$ cat src/logic/sbr_pkg.sv
// Package: command encodings, burst and refresh timing for the DRAM core
// Operation
// - Select bit picks chop-four or full-eight burst
// - Select bit never enters the column address
// - Burst choice works with or without auto-precharge
// - Data setup/hold fault corrupts only that location
// - Strobe timing fault corrupts only, never hangs
// - Refresh decoded from select, row, column, write
// - Refresh rows come from internal counter
// - Refresh completion leaves all banks idle
package sbr_pkg;
   localparam int unsigned CLK_MHZ            = 125;
   localparam int unsigned COL_TO_COL_DELAY   = 4;
   localparam int unsigned CHOP_BEATS         = 4;
   localparam int unsigned FULL_BEATS         = 8;
   localparam int unsigned BURST_SEL_POS      = 12;
   localparam int unsigned AUTO_PRE_POS       = 10;
   localparam int unsigned REFRESH_CYCLE_NS   = 110;
   localparam int unsigned REFRESH_CYCLE_CYC  =
      (REFRESH_CYCLE_NS * CLK_MHZ + 999) / 1000;
   localparam int unsigned AVG_REFRESH_NS     = 7800;
   localparam int unsigned AVG_REFRESH_CYC    =
      (AVG_REFRESH_NS * CLK_MHZ) / 1000;
   localparam int unsigned MAX_POSTPONE       = 8;
   localparam int unsigned MAX_PULL_IN        = 8;
   localparam logic [15:0] ROW_CNT_RESET      = 16'h0000;
   // Command bus bits: {cs_b, ras_b, cas_b, we_b}
   localparam logic [3:0]  CMD_REFRESH        = 4'h1;
   localparam logic [3:0]  CMD_READ           = 4'h5;
   localparam logic [3:0]  CMD_WRITE          = 4'h4;
   localparam logic [3:0]  CMD_NOP            = 4'h7;
   typedef enum logic [1:0] {SBR_IDLE, SBR_REFRESH} sbr_state_t;
endpackage

$ cat src/logic/sbr_row_counter.sv
// Internal refresh row address counter
`timescale 1ns/1ps
module sbr_row_counter
   import sbr_pkg::*;
#(
   parameter int unsigned ROW_W = 13
)
(
   // Clock and reset
   input  wire logic             sys_clk,
   input  wire logic             rst_b,
   // Control
   input  wire logic             step,
   // Row address
   output logic [ROW_W-1:0]      row_q
);
   initial
   begin
      if (ROW_W < 1 || ROW_W > 16)
         $error("sbr_row_counter: ROW_W out of range");
   end

   always_ff @(posedge sys_clk)
   begin
      if (!rst_b)
         row_q <= ROW_CNT_RESET[ROW_W-1:0];
      else if (step)
         row_q <= row_q + {{(ROW_W-1){1'b0}}, 1'b1};
   end
endmodule

$ cat src/logic/sbr_dram_core.sv
// Command decoder: per-command burst length and refresh sequencing
`timescale 1ns/1ps
module sbr_dram_core
   import sbr_pkg::*;
#(
   parameter int unsigned ROW_W      = 13,
   parameter int unsigned COL_W      = 10,
   parameter int unsigned REFI_CYC   = AVG_REFRESH_CYC
)
(
   // Clock and reset
   input  wire logic              sys_clk,
   input  wire logic              rst_b,
   // Command pins from controller
   input  wire logic              cs_b,
   input  wire logic              ras_b,
   input  wire logic              cas_b,
   input  wire logic              we_b,
   input  wire logic [15:0]       addr,
   // Column access
   output logic                   col_valid_q,
   output logic                   col_write_q,
   output logic                   col_auto_pre_q,
   output logic [COL_W-1:0]       col_addr_q,
   output logic [3:0]             burst_beats_q,
   output logic                   burst_chop_of_four_q,
   // Refresh
   output logic                   refresh_busy_q,
   output logic                   banks_idle_q,
   output logic [ROW_W-1:0]       refresh_row_q,
   output logic [4:0]             refresh_credit_q,
   output logic                   refresh_overdue_q
);
   // Burst select and auto-precharge must sit above the column field
   initial
   begin
      if (COL_W < 1 || COL_W > BURST_SEL_POS - 2)
         $error("sbr_dram_core: COL_W out of range");
      if (ROW_W < 1 || ROW_W > 16)
         $error("sbr_dram_core: ROW_W out of range");
      if (REFI_CYC < 2)
         $error("sbr_dram_core: REFI_CYC too small");
   end

   localparam int unsigned RFC_W = $clog2(REFRESH_CYCLE_CYC + 1);
   localparam int unsigned RI_W  = $clog2(REFI_CYC + 1);

   sbr_state_t              state_q;
   logic [RFC_W-1:0]        rfc_cnt_q;
   logic [RI_W-1:0]         refi_cnt_q;
   logic                    row_step;
   logic [3:0]              cmd;
   logic                    is_ref;
   logic                    is_col;
   logic                    col_take;
   logic                    tick;
   logic                    held;

   // One decoder serves the refresh and the column paths alike
   function automatic logic cmd_is(input logic [3:0] pins,
                                   input logic [3:0] code);
      cmd_is = (pins == code);
   endfunction

   // The array stays held from the refresh edge until the counter
   // runs out; busy and idle both come from this one term so that
   // they can never disagree for a cycle
   function automatic logic array_held(input sbr_state_t       s,
                                       input logic [RFC_W-1:0] n,
                                       input logic             r);
      array_held = r || (s == SBR_REFRESH && n != '0);
   endfunction

   // Pins are sampled on the same clock edge as the controller drives,
   // so no synchroniser stands in front of them
   assign cmd      = {cs_b, ras_b, cas_b, we_b};
   assign is_ref   = cmd_is(cmd, CMD_REFRESH) &&
                     (state_q == SBR_IDLE);
   assign is_col   = cmd_is(cmd, CMD_READ) || cmd_is(cmd, CMD_WRITE);
   // Column commands are ignored while refresh owns the array
   assign col_take = is_col && (state_q == SBR_IDLE);
   // The row counter steps on the refresh edge itself
   assign row_step = is_ref;
   assign held     = array_held(state_q, rfc_cnt_q, is_ref);
   // Average interval tick; the credit logic compares against it
   assign tick     = (refi_cnt_q == RI_W'(REFI_CYC - 1));

   // Column bits skip auto-precharge and burst select positions
   function automatic logic [COL_W-1:0] col_of(input logic [15:0] a);
      logic [15:0] packed_col;
      packed_col = {a[15:BURST_SEL_POS+1], a[BURST_SEL_POS-1:AUTO_PRE_POS+1],
                    a[AUTO_PRE_POS-1:0], 2'b00};
      col_of = packed_col[COL_W+1:2];
   endfunction

   always_ff @(posedge sys_clk)
   begin
      if (!rst_b)
      begin
         col_valid_q          <= 1'b0;
         col_write_q          <= 1'b0;
         col_auto_pre_q       <= 1'b0;
         col_addr_q           <= '0;
         burst_beats_q        <= 4'h8;
         burst_chop_of_four_q <= 1'b0;
      end
      else
      begin
         col_valid_q <= col_take;
         if (col_take)
         begin
            // A write with broken strobe timing still lands only at
            // this column; nothing here waits on the strobes, so a
            // bad burst cannot stall the decoder
            col_write_q    <= ~we_b;
            col_auto_pre_q <= addr[AUTO_PRE_POS];
            col_addr_q     <= col_of(addr);
            burst_chop_of_four_q <= ~addr[BURST_SEL_POS];
            burst_beats_q  <= addr[BURST_SEL_POS] ?
                              FULL_BEATS[3:0] : CHOP_BEATS[3:0];
         end
      end
   end

   // Refresh sequencer; address pins are never looked at here
   always_ff @(posedge sys_clk)
   begin
      if (!rst_b)
      begin
         state_q   <= SBR_IDLE;
         rfc_cnt_q <= '0;
      end
      else
      begin
         case (state_q)
            SBR_IDLE:
            begin
               // A refresh seen while busy never reaches this branch,
               // so it is dropped without disturbing the running one
               if (is_ref)
               begin
                  state_q   <= SBR_REFRESH;
                  // Load edge counts as the first busy cycle
                  rfc_cnt_q <= RFC_W'(REFRESH_CYCLE_CYC - 1);
               end
            end
            SBR_REFRESH:
            begin
               if (rfc_cnt_q == '0)
                  state_q <= SBR_IDLE;
               else
                  rfc_cnt_q <= rfc_cnt_q - RFC_W'(1);
            end
            // An illegal state falls back to idle rather than hanging
            default:
               state_q <= SBR_IDLE;
         endcase
      end
   end

   always_ff @(posedge sys_clk)
   begin
      if (!rst_b)
      begin
         refresh_busy_q <= 1'b0;
         banks_idle_q   <= 1'b1;
      end
      else
      begin
         refresh_busy_q <= held;
         banks_idle_q   <= !held;
      end
   end

   // Credit: 8 means on schedule; below is postponed, above pulled in.
   // Saturation keeps extra pulled-in refreshes from earning credit.
   // A tick that meets a refresh cancels out, so no refresh is lost
   // or counted twice in that cycle.
   // Overdue stays set until a refresh lands at zero credit with no tick; its set
   // and clear conditions exclude each other.
   always_ff @(posedge sys_clk)
   begin
      if (!rst_b)
      begin
         refi_cnt_q        <= '0;
         refresh_credit_q  <= 5'(MAX_POSTPONE);
         refresh_overdue_q <= 1'b0;
      end
      else
      begin
         refi_cnt_q <= tick ? '0 : refi_cnt_q + RI_W'(1);
         if (tick && !is_ref)
         begin
            if (refresh_credit_q != 5'h00)
               refresh_credit_q <= refresh_credit_q - 5'h01;
            else
               refresh_overdue_q <= 1'b1;
         end
         else if (is_ref && !tick)
         begin
            if (refresh_credit_q != 5'(MAX_POSTPONE + MAX_PULL_IN))
               refresh_credit_q <= refresh_credit_q + 5'h01;
         end
         if (is_ref && refresh_credit_q == 5'h00 && !tick)
            refresh_overdue_q <= 1'b0;
      end
   end

   sbr_row_counter #(
      .ROW_W (ROW_W)
   ) u_row (
      .sys_clk (sys_clk),
      .rst_b   (rst_b),
      .step    (row_step),
      .row_q   (refresh_row_q)
   );
endmodule

$ cat config.mk
export PLATFORM = sky130hd
export DESIGN_NAME = sbr_dram_core
export DESIGN_NICKNAME = d
export VERILOG_FILES = /design/src/logic/sbr_pkg.sv /design/src/logic/sbr_row_counter.sv /design/src/logic/sbr_dram_core.sv
export SDC_FILE = /design/constraint.sdc
export NUM_CORES = 1
export LEC_CHECK = 0
export BUFFER_PORTS_ARGS = -buffer_cell sky130_fd_sc_hd__buf_4
export CAP_MARGIN = 20
export CORE_ASPECT_RATIO = 1.25
export CORE_MARGIN = 5
export CORE_UTILIZATION = 58
export CTS_BUF_LIST = sky130_fd_sc_hd__clkbuf_8
export CTS_CLUSTER_DIAMETER = 100
export DETAILED_ROUTE_END_ITERATION = 10
export GPL_TIMING_DRIVEN = 0
export MAX_ROUTING_LAYER = met4
export PLACE_DENSITY = 0.86
export SKIP_CTS_REPAIR_TIMING = 1
export SLEW_MARGIN = 20
export SYNTH_ARGS = -nofsm -noshare
export SYNTH_HDL_FRONTEND = slang
export SYNTH_SLANG_ARGS = --single-unit
$ cat constraint.sdc
create_clock -name sys_clk -period 4.9 [get_ports sys_clk]
set_clock_uncertainty 0.2 [all_clocks]
set_input_delay 0.98 -clock sys_clk [delete_from_list [all_inputs] [get_ports sys_clk]]
set_output_delay 0.98 -clock sys_clk [all_outputs]
set_load 0.05 [all_outputs]
==> results.txt <==
The final routed wire length divided by cell count is 13.70 um, and the deepest clock path buffer count is 2. The mean area per synthesized cell was 8.475 um2. Counting every sink on the clock net gives 51. The tools report the launching element type of the critical path as a primary input. The fraction of the mapped netlist area in simple logic gates came out at 24.40%.

Summed over all instances, the cell type with the most area after synthesis is dfxtp_1. Cells with a size suffix above 1 make up 21.34% of the layout. The run gives 0 as the number of hold violations in the final report. In this run the worst hold path is classified as flip-flop to flip-flop. TritonCTS built the clock tree.

The flow ran to the end, and the final reports show no timing, DRC or antenna violations. The tools report the largest net degree at the start of global routing as 16. The met3 routing resource usage after global routing is 4.648%, and the data arrival at the endpoint of the critical path is 3.43 ns. The data required time of the critical path is 4.90 ns. The layout filler cell count came out at 316.

The design draws 746.9 uW. Yosys mapped the design onto 40 distinct sky130hd cell types. The run gives 0 as the total DRC errors in the routed layout. Synthesis inferred 51 register bits. The die outline height came out at 79.57 um. Placed wire-length estimate: 3769 um.

The number of max-capacitance violations reported is 0, and the I/O pin total is 61. The total overflow left after global routing is 0. For the core region area, the log shows 0.003754 mm2. In the synthesized netlist the dominant register cell turns out to be dfxtp_1. The share of total power in sequential cells was 57.7%. The global-route wire length before repair is 8480 um, and the post-route core utilization is 74.33%. Along the worst path, the maximum fanout reaches 10. The number of global-route vias before repair is 2004, and the achievable clock frequency is 291.2 MHz. The run gives 0.8883 as the final weighted congestion of routability-driven global placement. Sorting the synthesized cells by how often they occur yields dfxtp_1 (51), nand2_1 (41), a21oi_1 (25). In the global route stage, met2 resource usage came out at 36.91%.

The internal portion of the total power is 549.9 uW. The run gives 0 ns as the setup TNS. Measured against the total synthesized area, the mux share comes to 2.284%.

The run gives 1.147 nW as the reported leakage power. The run gives 356 as the final layout net count. Counting the buffers created by CTS gives 5. Area fraction in compound gates after synthesis: 11.36%. The final count of negative-setup-slack endpoints was 0. Once the floorplan was initialized, standard cells occupied 59.83% of the core. Area after detailed placement: 0.002705 mm2. The kind of end point of the critical path was a flip-flop. The synthesis warning total was 0.

From left edge to right edge, the die measures 65.66 um. The count of buffers inserted at the top-level ports is 54, and the proportion of power drawn by the clock network is 31.6%. The routed layout has 2009 vias.

The run gives 368 as the post-layout instance count excluding filler cells. At the pin with the least slew margin, the transition time is 0.6958 ns. The number of placement rows came out at 25. Number of placed instances, taps included: 360. The fraction of power spent switching nets is 26.37%, and the iteration-0 DRC count of the detailed router is 83. The analysis attributes to net switching a power of 196.9 uW.

The multi-input combinational cells in the finished layout cover a total of 0.001116 mm2. The post-route antenna net violation count is 0. The total wire length after detailed routing came out at 5042 um. Of the synthesized area, sequential elements account for 45.46%. Yosys instantiated no cell more often than dfxtp_1. The die covers 0.005224 mm2.

The synthesized netlist occupies a cell area of 0.002246 mm2. Timing analysis after detailed placement gives a worst setup slack of 1.122 ns. Of the total synthesized cell area, the portion taken by full adders, half adders and majority gates is 3.900%. The number of vias per cell is 5.459, and the first-pass iteration count of the detailed router is 4. IR analysis of the VDD net gives a maximum drop of 0.0001870 V.

The clock reaches the later pin of the worst-skew pair after 0.31 ns. Yosys mapped a number of flops with a built-in enable equal to 0. In the final layout, flip-flops and latches occupy 0.001021 mm2. The layout overhead on the synthesized area was 24.23%.

Share of flip-flops with an asynchronous set or reset: 0%. By area the synthesized netlist is led by dfxtp_1 (45%), nand2_1 (6.9%), a21oi_1 (5.6%), xor2_1 (5.1%), ha_1 (3.9%). The worst setup path is of the primary input to flip-flop kind. The finished cells cover 0.002790 mm2.

The tree is rooted in a clkbuf_8. The cell area power density was 267.7 mW/mm2. The tightest slew margin relative to the limit is 53.19%, and the clock-pin slew on the worst setup and hold paths is 0.09 ns.

Hold is met by 0.2605 ns. The number of antenna diodes in the final layout is 0. The logs give 0 for the total count of max-transition violations in the final report and 21.14% for the aggregate global-route resource usage. Setup repair after global routing left no endpoint under its margin. The number of antenna violations at the first check in global routing came out at 0. The dominant combinational cell family by area after synthesis was simple AND/OR/NAND/NOR gates.

met2 is the most crowded layer. Summing the areas of all xor and xnor instances in the mapped netlist gives 7.409% of the synthesized area. Synthesis handed over a netlist of 265 instances. For this run, global-route usage on met1 was measured as 22.37%. The post-route fraction of the period consumed by the critical path is 70.09%, and the worst setup slack after layout is 1.466 ns. Combinational logic is responsible for 10.8% of the overall power. The area share of the largest cell type after synthesis is 45.46%, and the H-tree depth is 2. The time the worst path needs with I/O delays and setup was 3.434 ns; the reg-to-reg setup timing slack was 1.61 ns.
-- layer usage --
layer | share of wire, % | routed length, um
met1 | 40 | 2028
met2 | 53 | 2669
met3 | 4.4 | 223
met4 | 2.4 | 119
met5 | 0 | 0
-- power by group through the flow --
stage          Sequential (mW)  Combinational [mW]  Clock [mW]
2_1_floorplan            0.458              0.0331           0
3_5_place_dp             0.440              0.0807           0
4_1_cts                  0.431              0.0810       0.242
6_report                 0.431              0.0804       0.236
3_3_place_gp             0.440              0.0793           0
5_1_grt                  0.433              0.0876       0.261
-- flip-flops by register name, indices dropped and copies added, names as in the netlist --
register	count
burst_beats_q	2
refi_cnt_q	10
state_q	1
rfc_cnt_q	4
refresh_busy_q	1
refresh_overdue_q	1
u_row.row_q	13
col_auto_pre_q	1
banks_idle_q	1
refresh_credit_q	5
col_write_q	1
col_valid_q	1
col_addr_q	10
-- placed cells by master (no fill, tap or decap), drive strengths merged, types with 2 or more instances in the layout --
cell,synthesis,layout
xor2,13,13
nand2b,3,3
or4,4,4
xnor2,6,6
a21oi,25,25
nor3,6,6
nor2,23,23
nor4,5,5
nand2,41,41
and2,2,2
nand4,7,7
buf,4,58
mux2i,4,4
o21ai,4,4
dfxtp,51,51
or3,3,3
nor2b,2,2
inv,13,14
a211oi,2,2
clkbuf,10,15
o31ai,4,4
ha,7,7
conb,1,2
nor3b,2,2
a31oi,2,2
nand3,11,11
-- final cells by class --
type	instances	share of cell area [%]
flip-flops and latches	51	36.59
multi-input cells	188	40.00
plain buffers	14	2.287
clock inverters	3	0.5830
inverters	13	1.749
well taps	40	1.794
repair buffers	54	14.53
clock buffers	5	2.466
-- cells by family (layout without fill, tap and decap cells) --
kind of cell,count (synthesis),count (layout)
AND/OR/NAND/NOR,112,112
flip-flops,51,51
AO/OA/AOI/OAI,43,43
buffers and inverters,27,89
XOR/XNOR,19,19
adder cells (fa/ha/maj),7,7
multiplexers,5,5
other,1,2
-- critical path, cell delays in order --
cell	delay, ns
buf_4	0.12
nor3_2	0.41
nand2_1	0.28
ha_1	0.27
clkbuf_1	0.23
xor2_1	0.20
ha_1	0.24
inv_1	0.06
a32o_1	0.24
o31a_1	0.30
mux2i_1	0.11
-- worst paths after layout --
| check | endpoint | cells past startpoint | from |
|---|---|---|---|
| max | refresh_credit_q[4]$_SDFFE_PN0P_ | 11 | cas_b |
| min | col_addr_q[4]$_SDFFE_PN0P_ | 2 | col_addr_q[4]$_SDFFE_PN0P_ |
| max reg2reg | refresh_credit_q[4]$_SDFFE_PN0P_ | 12 | refi_cnt_q[0]$_SDFF_PP0_ |
| min reg2reg | col_addr_q[4]$_SDFFE_PN0P_ | 2 | col_addr_q[4]$_SDFFE_PN0P_ |
Note: power is estimated with default switching activity, not from simulation.
